--- config.mk ---
export PLATFORM = sky130hd
export DESIGN_NAME = idci_core
export DESIGN_NICKNAME = d
export VERILOG_FILES = /design/src/core/idci_pkg.sv /design/src/core/idci_core.sv
export SDC_FILE = /design/constraint.sdc
export NUM_CORES = 1
export LEC_CHECK = 0
export ABC_AREA = 1
export BUFFER_PORTS_ARGS = -buffer_cell sky130_fd_sc_hd__buf_2
export CAP_MARGIN = 10
export CORE_MARGIN = 3
export CORE_UTILIZATION = 55
export CTS_BUF_LIST = sky130_fd_sc_hd__clkbuf_4 sky130_fd_sc_hd__clkbuf_8 sky130_fd_sc_hd__clkbuf_16
export DETAILED_ROUTE_END_ITERATION = 12
export GPL_ROUTABILITY_DRIVEN = 0
export PLACE_DENSITY = 0.77
export SKIP_CTS_REPAIR_TIMING = 1
export SLEW_MARGIN = 20
export SYNTH_ARGS = -nofsm -noshare
export SYNTH_HDL_FRONTEND = slang
export SYNTH_SLANG_ARGS = --single-unit
--- constraint.sdc ---
create_clock -name clock -period 8.03 [get_ports clock]
set_input_delay 1.2045 -clock clock [delete_from_list [all_inputs] [get_ports clock]]
set_output_delay 1.2045 -clock clock [all_outputs]
set_load 0.005 [all_outputs]
--- src/core/idci_pkg.sv ---
// Constants, field layouts and types shared by the isolated DIO core.
// Assumes one 10 MHz clock and a plain strobe-based register port.
`default_nettype none

package idci_pkg;

	// Timing
	localparam int CLOCK_HZ           = 10_000_000;
	localparam int FREQ_WINDOW_US     = 1000;
	localparam int FREQ_WINDOW_CYCLES =
		FREQ_WINDOW_US * (CLOCK_HZ / 1_000_000);

	// Line counts and counter wiring
	localparam int NUM_IN  = 16;
	localparam int NUM_OUT = 8;
	localparam int NUM_CTR = 2;
	localparam int CTR0_COUNT_LINE = 0;
	localparam int CTR0_GATE_LINE  = 2;
	localparam int CTR1_COUNT_LINE = 4;
	localparam int CTR1_GATE_LINE  = 6;

	// Register byte offsets
	localparam logic [7:0] OFS_INPUT    = 8'h00;
	localparam logic [7:0] OFS_OUTPUT   = 8'h04;
	localparam logic [7:0] OFS_BOARD_ID = 8'h08;
	localparam logic [7:0] OFS_PAT_MASK = 8'h0C;
	localparam logic [7:0] OFS_PAT_VAL  = 8'h10;
	localparam logic [7:0] OFS_COS_MASK = 8'h14;
	localparam logic [7:0] OFS_EDGE_EN  = 8'h18;
	localparam logic [7:0] OFS_EDGE_POL = 8'h1C;
	localparam logic [7:0] OFS_IRQ_STAT = 8'h20;
	localparam logic [7:0] OFS_IRQ_MASK = 8'h24;
	localparam logic [7:0] OFS_CTR_BASE = 8'h30;
	localparam logic [7:0] CTR_STRIDE   = 8'h10;
	localparam logic [7:0] CTR_CTRL     = 8'h00;
	localparam logic [7:0] CTR_MATCH    = 8'h04;
	localparam logic [7:0] CTR_VALUE    = 8'h08;
	localparam logic [7:0] CTR_PERIODS  = 8'h0C;

	// Counter control fields
	localparam int CTRL_WIDTH   = 5;
	localparam int CTRL_RISING  = 3;
	localparam int CTRL_GATE_EN = 4;

	// Interrupt status bit positions
	localparam int IRQ_BITS     = 7;
	localparam int IRQ_PATTERN  = 0;
	localparam int IRQ_COS      = 1;
	localparam int IRQ_EDGE     = 2;
	localparam int IRQ_MATCH0   = 3;
	localparam int IRQ_OVF0     = 5;

	// Values after reset
	localparam logic [7:0]  OUTPUT_RESET = 8'h00;
	localparam logic [15:0] MASK_RESET   = 16'h0000;
	localparam logic [4:0]  CTRL_RESET   = 5'h00;
	localparam logic [15:0] PERIOD_RESET = 16'h0001;

	typedef enum logic [2:0] {
		MODE_OFF, MODE_EVENT, MODE_FREQ, MODE_WIDTH, MODE_SINGLE, MODE_TRAIN
	} idci_mode_type;

	typedef enum logic [1:0] {PULSE_IDLE, PULSE_HIGH, PULSE_LOW} idci_pulse_type;

endpackage

`default_nettype wire

--- src/core/idci_core.sv ---
// Isolated digital I/O core: 16 inputs, 8 outputs, two counters, interrupts.
// Assumes inputs synchronous to clock apart from the field lines, which are
// synchronised here; systemReset is a one-cycle host reset request.
//
// The plain strobed port and the address map were left to the implementer.
`default_nettype none

// Notes on behaviour
// - Sixteen inputs readable, eight outputs drivable
// - Two counters: event, frequency, pulse width
// - Counter match raises interrupt when enabled
// - Counting continues past match, wraps on overflow
// - Per counter rising or falling edge select
// - Counters generate single pulse or pulse train
// - Masked input pattern match raises interrupt
// - Any monitored input toggle raises interrupt
// - Edge interrupt with selectable polarity
// - Outputs and configuration can survive system reset
// - Board switch readable as card identifier
// - Counter events can interrupt the host
// - Option selects defaults or keep on reset
// - Counter inputs on lines 0,2 and 4,6
module idci_core #(
	parameter int CTR_WIDTH          = 16,
	parameter int FREQ_WINDOW_CYCLES = idci_pkg::FREQ_WINDOW_CYCLES
) (
	input  wire logic        clock,
	input  wire logic        reset_n,
	input  wire logic        systemReset,
	input  wire logic [7:0]  address,
	input  wire logic [31:0] writeData,
	input  wire logic        writeStrobe,
	input  wire logic        readStrobe,
	output logic      [31:0] readData,
	input  wire logic [15:0] isoInputLine,
	output logic      [7:0]  isoOutputLine,
	output logic      [1:0]  counterPulseOut,
	input  wire logic        resetRetentionSelect,
	input  wire logic [3:0]  cardIdentifierSwitch,
	output logic             irq
);

	initial begin
		if (CTR_WIDTH < 16 || CTR_WIDTH > 32)
			$error("CTR_WIDTH must lie between 16 and 32");
		if (FREQ_WINDOW_CYCLES < 2)
			$error("FREQ_WINDOW_CYCLES must be at least 2");
	end

	localparam logic [31:0] WINDOW_LAST = 32'(FREQ_WINDOW_CYCLES - 1);

	function automatic logic [7:0] ctrAddr(input int ch, input logic [7:0] ofs);
		ctrAddr = 8'(idci_pkg::OFS_CTR_BASE + 8'(ch) * idci_pkg::CTR_STRIDE + ofs);
	endfunction

	// Input synchronisers
	logic [15:0] syncFirst, syncSecond, syncPrev;

	always_ff @(posedge clock or negedge reset_n) begin
		if (!reset_n) begin
			syncFirst  <= idci_pkg::MASK_RESET;
			syncSecond <= idci_pkg::MASK_RESET;
			syncPrev   <= idci_pkg::MASK_RESET;
		end else begin
			syncFirst  <= isoInputLine;
			syncSecond <= syncFirst;
			syncPrev   <= syncSecond;
		end
	end

	// Loading defaults on a host reset unless retention is strapped
	logic loadDefaults;
	assign loadDefaults = systemReset && !resetRetentionSelect;

	// Counters
	logic [4:0]           ctrl [2];
	logic [CTR_WIDTH-1:0] matchVal [2];
	logic [CTR_WIDTH-1:0] cnt [2];
	logic [CTR_WIDTH-1:0] result [2];
	logic [15:0]          highLen [2];
	logic [15:0]          lowLen [2];
	logic [31:0]          window [2];
	idci_pkg::idci_pulse_type pulse [2];
	logic [1:0]           pulseOut;
	logic [4:0]           next_ctrl [2];
	logic [CTR_WIDTH-1:0] next_matchVal [2];
	logic [CTR_WIDTH-1:0] next_cnt [2];
	logic [CTR_WIDTH-1:0] next_result [2];
	logic [15:0]          next_highLen [2];
	logic [15:0]          next_lowLen [2];
	logic [31:0]          next_window [2];
	idci_pkg::idci_pulse_type next_pulse [2];
	logic [1:0]           next_pulseOut;
	logic [1:0]           ctrMatchEvent, ctrOvfEvent;

	always_comb begin
		int countLine, gateLine;
		logic rising, edgeSeen, gateOk, active, wasActive, doInc;
		logic [CTR_WIDTH-1:0] incVal;
		countLine = 0;
		gateLine = 0;
		rising = 1'b0;
		edgeSeen = 1'b0;
		gateOk = 1'b0;
		active = 1'b0;
		wasActive = 1'b0;
		doInc = 1'b0;
		incVal = '0;
		ctrMatchEvent = 2'b00;
		ctrOvfEvent = 2'b00;
		next_pulseOut = 2'b00;
		for (int c = 0; c < idci_pkg::NUM_CTR; c++) begin
			next_ctrl[c] = ctrl[c];
			next_matchVal[c] = matchVal[c];
			next_cnt[c] = cnt[c];
			next_result[c] = result[c];
			next_highLen[c] = highLen[c];
			next_lowLen[c] = lowLen[c];
			next_window[c] = window[c];
			next_pulse[c] = pulse[c];
			countLine = (c == 0) ? idci_pkg::CTR0_COUNT_LINE
				: idci_pkg::CTR1_COUNT_LINE;
			gateLine = (c == 0) ? idci_pkg::CTR0_GATE_LINE
				: idci_pkg::CTR1_GATE_LINE;
			rising = ctrl[c][idci_pkg::CTRL_RISING];
			edgeSeen = rising
				? (syncSecond[countLine] && !syncPrev[countLine])
				: (!syncSecond[countLine] && syncPrev[countLine]);
			gateOk = !ctrl[c][idci_pkg::CTRL_GATE_EN] || syncSecond[gateLine];
			active = syncSecond[countLine] == rising;
			wasActive = syncPrev[countLine] == rising;
			doInc = 1'b0;
			incVal = CTR_WIDTH'(cnt[c] + 1'b1);
			case (idci_pkg::idci_mode_type'(ctrl[c][2:0]))
				idci_pkg::MODE_EVENT: begin
					doInc = edgeSeen && gateOk;
				end
				idci_pkg::MODE_FREQ: begin
					if (gateOk) begin
						doInc = edgeSeen;
						next_window[c] = window[c] + 32'h0000_0001;
						if (window[c] >= WINDOW_LAST) begin
							next_result[c] = edgeSeen ? incVal : cnt[c];
							next_window[c] = 32'h0000_0000;
						end
					end
				end
				idci_pkg::MODE_WIDTH: begin
					if (active && gateOk) begin
						doInc = 1'b1;
					end else if (wasActive && !active) begin
						next_result[c] = cnt[c];
						next_cnt[c] = '0;
					end
				end
				idci_pkg::MODE_SINGLE, idci_pkg::MODE_TRAIN: begin
					case (pulse[c])
						idci_pkg::PULSE_HIGH: begin
							next_cnt[c] = incVal;
							if (incVal >= CTR_WIDTH'(highLen[c])) begin
								next_cnt[c] = '0;
								next_pulse[c] = (ctrl[c][2:0] == idci_pkg::MODE_TRAIN)
									? idci_pkg::PULSE_LOW : idci_pkg::PULSE_IDLE;
							end
						end
						idci_pkg::PULSE_LOW: begin
							next_cnt[c] = incVal;
							if (incVal >= CTR_WIDTH'(lowLen[c])) begin
								next_cnt[c] = '0;
								next_pulse[c] = idci_pkg::PULSE_HIGH;
							end
						end
						default: begin
							next_pulse[c] = idci_pkg::PULSE_IDLE;
						end
					endcase
				end
				default: begin
					next_pulse[c] = idci_pkg::PULSE_IDLE;
				end
			endcase
			if (doInc) begin
				next_cnt[c] = incVal;
				if (incVal == matchVal[c])
					ctrMatchEvent[c] = 1'b1;
				if (cnt[c] == {CTR_WIDTH{1'b1}})
					ctrOvfEvent[c] = 1'b1;
				if (idci_pkg::idci_mode_type'(ctrl[c][2:0]) == idci_pkg::MODE_FREQ
					&& window[c] >= WINDOW_LAST && gateOk)
					next_cnt[c] = '0;
			end else if (idci_pkg::idci_mode_type'(ctrl[c][2:0])
				== idci_pkg::MODE_FREQ && window[c] >= WINDOW_LAST && gateOk) begin
				next_cnt[c] = '0;
			end
			if (writeStrobe) begin
				if (address == ctrAddr(c, idci_pkg::CTR_CTRL)) begin
					next_ctrl[c] = writeData[4:0];
					next_cnt[c] = '0;
					next_result[c] = '0;
					next_window[c] = 32'h0000_0000;
					next_pulse[c] = (writeData[2:0] == idci_pkg::MODE_SINGLE
						|| writeData[2:0] == idci_pkg::MODE_TRAIN)
						? idci_pkg::PULSE_HIGH : idci_pkg::PULSE_IDLE;
				end else if (address == ctrAddr(c, idci_pkg::CTR_MATCH)) begin
					next_matchVal[c] = writeData[CTR_WIDTH-1:0];
				end else if (address == ctrAddr(c, idci_pkg::CTR_PERIODS)) begin
					next_highLen[c] = writeData[31:16];
					next_lowLen[c] = writeData[15:0];
				end
			end
			if (systemReset) begin
				next_cnt[c] = '0;
				next_result[c] = '0;
				next_window[c] = 32'h0000_0000;
				next_pulse[c] = idci_pkg::PULSE_IDLE;
				if (loadDefaults) begin
					next_ctrl[c] = idci_pkg::CTRL_RESET;
					next_matchVal[c] = '0;
					next_highLen[c] = idci_pkg::PERIOD_RESET;
					next_lowLen[c] = idci_pkg::PERIOD_RESET;
				end
			end
			next_pulseOut[c] = next_pulse[c] == idci_pkg::PULSE_HIGH;
		end
	end

	always_ff @(posedge clock or negedge reset_n) begin
		if (!reset_n) begin
			for (int c = 0; c < idci_pkg::NUM_CTR; c++) begin
				ctrl[c]     <= idci_pkg::CTRL_RESET;
				matchVal[c] <= '0;
				cnt[c]      <= '0;
				result[c]   <= '0;
				highLen[c]  <= idci_pkg::PERIOD_RESET;
				lowLen[c]   <= idci_pkg::PERIOD_RESET;
				window[c]   <= 32'h0000_0000;
				pulse[c]    <= idci_pkg::PULSE_IDLE;
			end
			pulseOut <= 2'b00;
		end else begin
			ctrl     <= next_ctrl;
			matchVal <= next_matchVal;
			cnt      <= next_cnt;
			result   <= next_result;
			highLen  <= next_highLen;
			lowLen   <= next_lowLen;
			window   <= next_window;
			pulse    <= next_pulse;
			pulseOut <= next_pulseOut;
		end
	end

	assign counterPulseOut = pulseOut;

	// Host registers and interrupts
	logic [7:0]  outLevels, next_outLevels;
	logic [15:0] patMask, patVal, cosMask, edgeEn, edgePol;
	logic [15:0] next_patMask, next_patVal, next_cosMask;
	logic [15:0] next_edgeEn, next_edgePol;
	logic [6:0]  irqStat, irqMask, next_irqStat, next_irqMask;
	logic        patPrev, next_patPrev;
	logic [31:0] next_readData;

	always_comb begin
		logic patNow;
		logic [6:0] events;
		int c;
		c = 0;
		patNow = (patMask != idci_pkg::MASK_RESET)
			&& (((syncSecond ^ patVal) & patMask) == 16'h0000);
		events = 7'h00;
		events[idci_pkg::IRQ_PATTERN] = patNow && !patPrev;
		events[idci_pkg::IRQ_COS] = |((syncSecond ^ syncPrev) & cosMask);
		events[idci_pkg::IRQ_EDGE] = |(edgeEn & ((edgePol & syncSecond & ~syncPrev)
			| (~edgePol & ~syncSecond & syncPrev)));
		events[idci_pkg::IRQ_MATCH0 +: 2] = ctrMatchEvent;
		events[idci_pkg::IRQ_OVF0 +: 2] = ctrOvfEvent;
		next_outLevels = outLevels;
		next_patMask = patMask;
		next_patVal = patVal;
		next_cosMask = cosMask;
		next_edgeEn = edgeEn;
		next_edgePol = edgePol;
		next_irqMask = irqMask;
		next_irqStat = irqStat;
		next_patPrev = patNow;
		next_readData = 32'h0000_0000;
		if (writeStrobe) begin
			if (address == idci_pkg::OFS_OUTPUT)
				next_outLevels = writeData[7:0];
			else if (address == idci_pkg::OFS_PAT_MASK)
				next_patMask = writeData[15:0];
			else if (address == idci_pkg::OFS_PAT_VAL)
				next_patVal = writeData[15:0];
			else if (address == idci_pkg::OFS_COS_MASK)
				next_cosMask = writeData[15:0];
			else if (address == idci_pkg::OFS_EDGE_EN)
				next_edgeEn = writeData[15:0];
			else if (address == idci_pkg::OFS_EDGE_POL)
				next_edgePol = writeData[15:0];
			else if (address == idci_pkg::OFS_IRQ_STAT)
				next_irqStat = irqStat & ~writeData[6:0];
			else if (address == idci_pkg::OFS_IRQ_MASK)
				next_irqMask = writeData[6:0];
		end
		next_irqStat = next_irqStat | events;
		if (loadDefaults) begin
			next_outLevels = idci_pkg::OUTPUT_RESET;
			next_patMask = idci_pkg::MASK_RESET;
			next_patVal = idci_pkg::MASK_RESET;
			next_cosMask = idci_pkg::MASK_RESET;
			next_edgeEn = idci_pkg::MASK_RESET;
			next_edgePol = idci_pkg::MASK_RESET;
			next_irqMask = 7'h00;
		end
		if (systemReset)
			next_irqStat = 7'h00;
		if (readStrobe) begin
			if (address == idci_pkg::OFS_INPUT)
				next_readData = {16'h0000, syncSecond};
			else if (address == idci_pkg::OFS_OUTPUT)
				next_readData = {24'h00_0000, outLevels};
			else if (address == idci_pkg::OFS_BOARD_ID)
				next_readData = {28'h000_0000, ~cardIdentifierSwitch};
			else if (address == idci_pkg::OFS_PAT_MASK)
				next_readData = {16'h0000, patMask};
			else if (address == idci_pkg::OFS_PAT_VAL)
				next_readData = {16'h0000, patVal};
			else if (address == idci_pkg::OFS_COS_MASK)
				next_readData = {16'h0000, cosMask};
			else if (address == idci_pkg::OFS_EDGE_EN)
				next_readData = {16'h0000, edgeEn};
			else if (address == idci_pkg::OFS_EDGE_POL)
				next_readData = {16'h0000, edgePol};
			else if (address == idci_pkg::OFS_IRQ_STAT)
				next_readData = {25'h000_0000, irqStat};
			else if (address == idci_pkg::OFS_IRQ_MASK)
				next_readData = {25'h000_0000, irqMask};
			else begin
				for (c = 0; c < idci_pkg::NUM_CTR; c++) begin
					if (address == ctrAddr(c, idci_pkg::CTR_CTRL))
						next_readData = {27'h000_0000, ctrl[c]};
					else if (address == ctrAddr(c, idci_pkg::CTR_MATCH))
						next_readData = 32'(matchVal[c]);
					else if (address == ctrAddr(c, idci_pkg::CTR_VALUE))
						next_readData = (ctrl[c][2:0] == idci_pkg::MODE_EVENT)
							? 32'(cnt[c]) : 32'(result[c]);
					else if (address == ctrAddr(c, idci_pkg::CTR_PERIODS))
						next_readData = {highLen[c], lowLen[c]};
				end
			end
		end
	end

	always_ff @(posedge clock or negedge reset_n) begin
		if (!reset_n) begin
			outLevels <= idci_pkg::OUTPUT_RESET;
			patMask   <= idci_pkg::MASK_RESET;
			patVal    <= idci_pkg::MASK_RESET;
			cosMask   <= idci_pkg::MASK_RESET;
			edgeEn    <= idci_pkg::MASK_RESET;
			edgePol   <= idci_pkg::MASK_RESET;
			irqStat   <= 7'h00;
			irqMask   <= 7'h00;
			patPrev   <= 1'b0;
			readData  <= 32'h0000_0000;
		end else begin
			outLevels <= next_outLevels;
			patMask   <= next_patMask;
			patVal    <= next_patVal;
			cosMask   <= next_cosMask;
			edgeEn    <= next_edgeEn;
			edgePol   <= next_edgePol;
			irqStat   <= next_irqStat;
			irqMask   <= next_irqMask;
			patPrev   <= next_patPrev;
			readData  <= next_readData;
		end
	end

	assign isoOutputLine = outLevels;
	assign irq = |(irqStat & irqMask);

endmodule

`default_nettype wire

==> results of run 1 <==
## flip-flops by register name, indices dropped and copies added (netlist names), 10 cells and up
name and count:
window 64, cnt 32, highLen 32, lowLen 32
matchVal 32, readData 32, result 32, cosMask 16
edgeEn 16, edgePol 16, patMask 16, patVal 16
syncFirst 16, syncPrev 16, syncSecond 16, ctrl 10
## path summary, 6_finish.rpt
check | start | endpoint | slack, ns | cells after the start
max | cnt[16] | counterPulseOut[0] | 3.88 | 17
min | syncFirst[14] | syncSecond[14] | 0.34 | 0
max reg2reg | cnt[16] | counterPulseOut[0] | 3.88 | 17
min reg2reg | syncFirst[14] | syncSecond[14] | 0.34 | 0
max in group asynchronous | reset_n | patVal[6] | 5.80 | 2
min in group asynchronous | reset_n | cnt[25] | 0.65 | 1
## power groups by stage
| stage | sequential [mW] | combinational [mW] | clock, mW |
|---|---|---|---|
| floorplan | 2.31 | 0.220 | 0 |
| global placement | 2.33 | 0.380 | 0 |
| detailed placement | 2.33 | 0.390 | 0 |
| CTS | 2.30 | 0.393 | 2.32 |
| global route | 2.31 | 0.440 | 2.40 |
| finish | 2.30 | 0.404 | 2.30 |
## logic make-up after synthesis
family / count (synthesis)
adders and majority gates: 76
DFF: 423
buffers and inverters: 529
and+or+nand+nor: 1063
xor gates and xnor gates: 35
AOI/OAI and AO/OA: 1034
## worst max-delay path, stage by stage (launching register included)
cell and delay [ns]:
dfrtp_1 0.61, inv_1 0.25, nor3_4 0.29, nand2_2 0.14, inv_1 0.10, nand2_1 0.08
xor2_1 0.64, ha_1 0.38, a21oi_1 0.12, o21ai_0 0.13, a21oi_1 0.23, nand4_1 0.14
nand2_1 0.13, inv_1 0.23, o21ai_0 0.22, nand2_1 0.07, a21oi_1 0.21, nor2_1 0.06
## cells in the mapped netlist (28+ instances only)
library cell | instances | area (um^2)
ha_1 | 76 | 950.9
nand2_1 | 618 | 2320
dfrtp_1 | 419 | 10490
nor3_1 | 30 | 150.1
nand3_1 | 103 | 515.5
a211oi_1 | 52 | 390.4
o21ai_0 | 422 | 2112
inv_1 | 356 | 1336
buf_2 | 49 | 245.2
o211ai_1 | 56 | 420.4
xor2_1 | 28 | 245.2
nand4_1 | 36 | 225.2
nor2_1 | 195 | 732.0
a21oi_1 | 392 | 1962
clkbuf_1 | 81 | 304.0
## final cells by class
cell class | count | area (um^2) | area share (%)
inverters | 382 | 1434 | 5.357
diodes | 2 | 5.005 | 0.01870
well taps | 585 | 732.0 | 2.735
flip-flops and latches | 423 | 10590 | 39.56
repair buffers | 131 | 735.7 | 2.749
multi-input cells | 2208 | 11620 | 43.43
clock buffers | 65 | 1363 | 5.090
clock inverters | 17 | 284.0 | 1.061
## routing by layer
metal | vias to the layer above | track usage [%]
met1 | 11551 | 45.52
li1 | 10743 | -
met3 | 420 | 8.048
met4 | 2 | 24.18
met2 | 1727 | 54.23
met5 | - | 0
## through the flow
stage / setup WS (ns) / power [mW]
floorplan: 5.006 / 2.526
global placement: 3.971 / 2.710
detailed placement: 3.900 / 2.724
CTS: 4.167 / 5.010
global route: 3.698 / 5.149
finish: 3.883 / 5.010
==> qor.txt, run 1 <==
fin. max-slew vios: 0
Max Freq: 241.2 MHz
Worst-Margin Slew: 1.184 ns
largest family of logic cells by synthesized area: compound AO/OA/AOI/OAI gates
multiplexer share of the synthesized area: 0%
RSZ-0062 raised after global routing: false
Placeable Area: 43360 um^2
total placed cells including tap cells: 3728
clock-pin slew on the worst setup and hold paths: 0.06 ns
combinational fraction of design power: 8.1%
CP startpoint kind: flip-flop
I/O pins: 109
leading cell types in the layout, fill and taps excluded: nand2_1 (618), o21ai_0 (422), dfrtp_1 (419)
Via-to-Cell Ratio: 6.410
Critical Path Fanout Max: 15
fin crit share: 51.64%
top routing layer in use: met5
drt first pass iters: 8
post-synthesis adder-cell area fraction: 3.910%
Post-DP Area: 25100 um^2
Synth Cell Area: 24320 um^2
Flop pwr share: 45.9%
Compound-Gate Fraction of Synth Area: 23.73%
largest net degree at the start of global routing: 137
Avg Cell Area, Syn: 7.697 um^2
total track usage: 35.61%
detailed router's first-iteration violation count: 3667
port bufs: 108
peak supply drop: 201.0 uV
Die X: 216.3 um
FILL cells: 3773
register area share after synthesis: 43.54%
met3 wire length: 9.628 mm
Clock Sinks: 423
Max Cap Violations: 0
Routed WL per cell: 22.38 um
met2 wire len: 37.66 mm
fin nets: 3334
Hold Fails Final Rpt: 0
global route total overflow: 0
# rows: 76
Pleak: 12.53 nW
Mapped Nets: 3302
Critical Path AT: 4.63 ns
global-route wire length before repair: 131.4 mm
buffers from clock root to sink, at most: 3
crit path time final: 4.147 ns
clock share of power: 46.0%
Die ar.: 46780 um^2
Pwr Density: 187.2 nW/um^2
Detailed Route WL: 85.34 mm
Non-Filler Instances: 3813
status: finished, final reports clean
H-tree levels: 2
Synth cell types: 56
final core occ: 61.73%
relative slew slack: 20.91%
async set-reset flop share out of synthesis: 100.0%
routed via count: 24.44k
final setup TNS: 0 ns
share of cells above drive strength 1: 9.547%
CTS Root Cell: clkbuf_16
clock latency at the later pin of the worst-skew pair: 0.61 ns
WS Path Type: reg2reg
Finished Cell Area: 26770 um^2
XOR/XNOR Fraction of Synth Area: 1.322%
Final Hold Slack: 0.3387 ns
vias in the first global route: 23.22k
skew final: 0.03335 ns
number of antenna violations at the first check in global routing: 2
CTS Buf Count: 46
yosys warns: 0
Initial Util: 56.09%
Final ANT Viol Nets: 0
Synth Area in Simple Gates: 18.73%
Psw: 1.302 mW
setup violators final: 0
Critical Path RT: 8.52 ns
Syn-to-layout area delta: 10.05%
Post-Syn Instances: 3160
commonest non-fill, non-tap cell in the layout: nand2_1
Hold WC Path Type: reg2reg
WL met1: 31.36 mm
Top FF cell, synth: dfrtp_1
DRC: 0
Setup crit end kind: flip-flop
post-synthesis register bit count: 423
internal power: 3.708 mW
switching share of power: 25.99%
CTS tree: yes
post-DP HPWL: 60.63 mm
Die Ht: 216.3 um
number of flops mapped to enable cells by yosys: 0
(Power assumes the default switching activity.)
==> run 2: changes to the inputs <==
--- a/config.mk
+++ b/config.mk
@@ -5,7 +5,7 @@
 export SDC_FILE = /design/constraint.sdc
 export NUM_CORES = 1
 export LEC_CHECK = 0
-export ABC_AREA = 1
+export ABC_AREA = 0
 export BUFFER_PORTS_ARGS = -buffer_cell sky130_fd_sc_hd__buf_2
 export CAP_MARGIN = 10
 export CORE_MARGIN = 3
==> constraint.sdc (replaced) <==
create_clock -name clock -period 4 [get_ports clock]
set_input_delay 0.6 -clock clock [delete_from_list [all_inputs] [get_ports clock]]
set_output_delay 0.6 -clock clock [all_outputs]
set_load 0.005 [all_outputs]
==> run 2 against run 1 <==
Net effect:
- sequential share of layout area is 0.64 points lower
- sequential power is 96% higher
- clock skew is 0.014 ns lower
- maximum frequency is 9.0% higher
- utilization is 1.3 points higher
- worst hold slack worse by 0.28 ns
- clock-buffer cell count is 2 lower
- non-clock buffer count is 83 higher
- synthesized cell count is 11% lower
- worst setup slack worse by 3.7 ns
- routed wire length is 1.1% lower
==> qor.txt, run 2 <==
relative slew slack: 20.86% (-0.051 points)
met3 wire length: 9.861 mm (+2.4%)
largest net degree at the start of global routing: 102 (-26%)
top routing layer in use: met5
max reg flops: 64 (unchanged)
total track usage: 35.75% (+0.14 points)
CP startpoint kind: flip-flop
WS Path Type: reg2reg
CTS Buf Count: 47 (+2.2%)
H-tree levels: 2 (unchanged)
share of cells above drive strength 1: 12.56% (+3.0 points)
Critical Path Fanout Max: 9 (-6)
buffers from clock root to sink, at most: 3 (unchanged)
Top FF cell, synth: dfrtp_1
Mapped Nets: 2965 (-10%)
post-synthesis register bit count: 423 (unchanged)
top post-synthesis cells by area: dfrtp_1 (44%), nand2_1 (8.4%), a21oi_1 (6.1%)
Final ANT Viol Nets: 0 (unchanged)
Max stage delay on crit path: 0.47 ns (-0.17 ns)
fin crit share: 95.11% (+43 points)
Buf/Inv on CP: 1 (-2)
Routed WL per cell: 23.91 um (+6.8%)
Die ar.: 46300 um^2 (-1.0%)
Die X: 215.2 um (-0.51%)
status: finished, final reports clean
peak supply drop: 369.5 uV (+84%)
number of antenna violations at the first check in global routing: 2 (unchanged)
Placeable Area: 43170 um^2 (-0.44%)
yosys warns: 0 (unchanged)
Pleak: 11.59 nW (-7.5%)
Post-Syn Instances: 2823 (-11%)
CTS Root Cell: clkbuf_16
detailed router's first-iteration violation count: 3478 (-5.2%)
leading cell types in the layout, fill and taps excluded: nand2_1 (536), dfrtp_1 (417), a21oi_1 (289)
Worst path slowest cell: dfrtp_1
commonest non-fill, non-tap cell in the layout: nand2_1
setup violators final: 0 (unchanged)
vias in the first global route: 22.64k (-2.5%)
cell taking the most area after synthesis: dfrtp_1
port bufs: 108 (unchanged)
Max Cap Violations: 0 (unchanged)
top cell type's share of synthesized area: 43.57% (+0.46 points)
Detailed Route WL: 84.43 mm (-1.1%)
global-route wire length before repair: 130.8 mm (-0.42%)
Commonest cells post-synth: nand2_1 (536), dfrtp_1 (419), a21oi_1 (291)
Pwr Density: 358.8 nW/um^2 (+92%)
Hold WC Path Type: in2async
Setup crit end kind: flip-flop
Avg Cell Area, Syn: 8.525 um^2 (+11%)
Via-to-Cell Ratio: 6.638 (+3.5%)
met2 wire len: 36.65 mm (-2.7%)
Critical Path RT: 4.49 ns (-4.03 ns)
CP Cell Sequence: ha_1 -> and3_1 -> and3_2 -> nand2_1 -> xnor2_1 -> ha_1 -> and4_1 -> o2111ai_1 -> o211a_1 -> a31o_2 -> o21ai_4 -> buf_4 -> o21ai_1 -> a21o_1
async set-reset flop share out of synthesis: 100.0% (unchanged)
total placed cells including tap cells: 3443 (-7.6%)
Clock Sinks: 423 (unchanged)
Critical Path AT: 4.29 ns (-0.34 ns)
Synth Cell Area: 24070 um^2 (-1.1%)
Hold Fails Final Rpt: 0 (unchanged)
register area share after synthesis: 44.01% (+0.46 points)
clock-pin slew on the worst setup and hold paths: 0.06 ns (about the same)
final setup TNS: 0 ns (unchanged)
global route total overflow: 0 (unchanged)
CTS tree: yes
Initial Util: 55.74% (-0.35 points)
cell with the most instances after synthesis: nand2_1
Max Freq: 262.8 MHz (+9.0%)
fin. max-slew vios: 0 (unchanged)
ant diodes: 0 (-2)
I/O pins: 109 (unchanged)
delay-heaviest family, CP: compound AO/OA/AOI/OAI gates
Die Ht: 215.2 um (-0.51%)
number of flops mapped to enable cells by yosys: 0 (unchanged)
Non-Filler Instances: 3532 (-7.4%)
skew final: 0.01971 ns (-0.01364 ns)
Synth cell types: 94 (+68%)
Top reg by flops: window
routed via count: 23.45k (-4.1%)
Crit path top cell by count: ha_1
WL met1: 31.04 mm (-1.0%)
Syn-to-layout area delta: 13.09%
post-DP HPWL: 60.09 mm (-0.90%)
# rows: 76 (unchanged)
drt first pass iters: 8 (unchanged)
Worst-Margin Slew: 1.177 ns (-0.007337 ns)
DRC: 0 (unchanged)
crit path time final: 3.805 ns (-0.3421 ns)
clock latency at the later pin of the worst-skew pair: 0.61 ns (about the same)
fin nets: 3051 (-8.5%)
-- run 2: changes by cell type after synthesis, moves of 30 or more --
cell and change:
a211oi_1 -43, xor2_1 +46, a21oi_1 -101, mux2i_1 +30
o21ai_0 -242, inv_1 -255, o211ai_1 -47, a22oi_1 +46
clkbuf_1 +38, xnor2_1 +62, and3_1 +30, nand2_1 -82
-- run 2: cell type report --
class / count / area, um^2
sequential: 423 / 10590
timing repair buffer: 214 / 1409
multi-input combinational: 2122 / 12430
fill: 3641 / 15960
clock inverter: 24 / 322.8
inverter: 101 / 379.1
clock buffer: 63 / 1346
tap: 585 / 732.0
-- run 2: worst register-to-register path: cells and delay by family (launching register included) --
kind            cells  cell delay, ns
fa+ha+maj           2            0.43
xor+xnor            1            0.42
buf+inv             1            0.20
simple gates        4            0.92
compound gates      6            1.26
flops               1            0.47
-- run 2: per-stage QoR --
| step | hold slack (ns) | total power, mW | area [um^2] | setup slack, ns | util (%) |
|---|---|---|---|---|---|
| 2_1_floorplan | 0.3044 | 4.821 | 24070 | 0.2552 | - |
| 6_report | 0.06153 | 9.764 | 27210 | 0.1954 | 63.04 |
| 5_1_grt | 0.09626 | 10.05 | 27210 | -0.004266 | 63.04 |
| 3_5_place_dp | 0.3355 | 5.156 | 25480 | 0.06706 | 59.02 |
| 4_1_cts | 0.08619 | 9.760 | 27150 | 0.008251 | 62.89 |
| 3_3_place_gp | 0.3316 | 5.135 | 25480 | 0.2333 | 59.02 |
-- run 2: final timing paths --
path / endpoint / startpoint / slack, ns / depth (start not counted)
worst max-delay path: cnt[13] / cnt[1] / 0.20 / 14
worst min-delay path: readData[24] / reset_n / 0.06 / 1
worst max register to register: cnt[13] / cnt[1] / 0.20 / 14
worst min register to register: syncSecond[0] / syncFirst[0] / 0.34 / 0
max in group asynchronous: readData[5] / reset_n / 2.90 / 2
min in group clock: syncFirst[3] / isoInputLine[3] / 0.10 / 1
-- run 2: where the power goes --
group	total [mW]	internal, mW	leakage, nW	switching, mW
registers	4.51	4.39	5.71	0.124
clock network	4.66	2.77	0.833	1.89
logic	0.594	0.163	5.05	0.430
total	9.76	7.32	11.6	2.44
-- run 2: layer usage --
metal / vias to the layer above / track usage [%]
met5: - / 0
met4: 4 / 23.51
met3: 407 / 8.032
met2: 1656 / 53.62
met1: 11225 / 46.76
li1: 10153 / -
-- run 2: cells by family (layout without fill, tap and decap cells) --
logic type	count (synthesis)	count (layout)	synth area share [%]
AO/OA/AOI/OAI	779	779	19.96
XOR/XNOR	141	141	5.132
adder cells (fa/ha/maj)	76	76	3.951
buffers and inverters	278	402	4.742
flip-flops	423	423	44.01
multiplexers	36	36	1.529
AND/OR/NAND/NOR	1090	1090	20.68
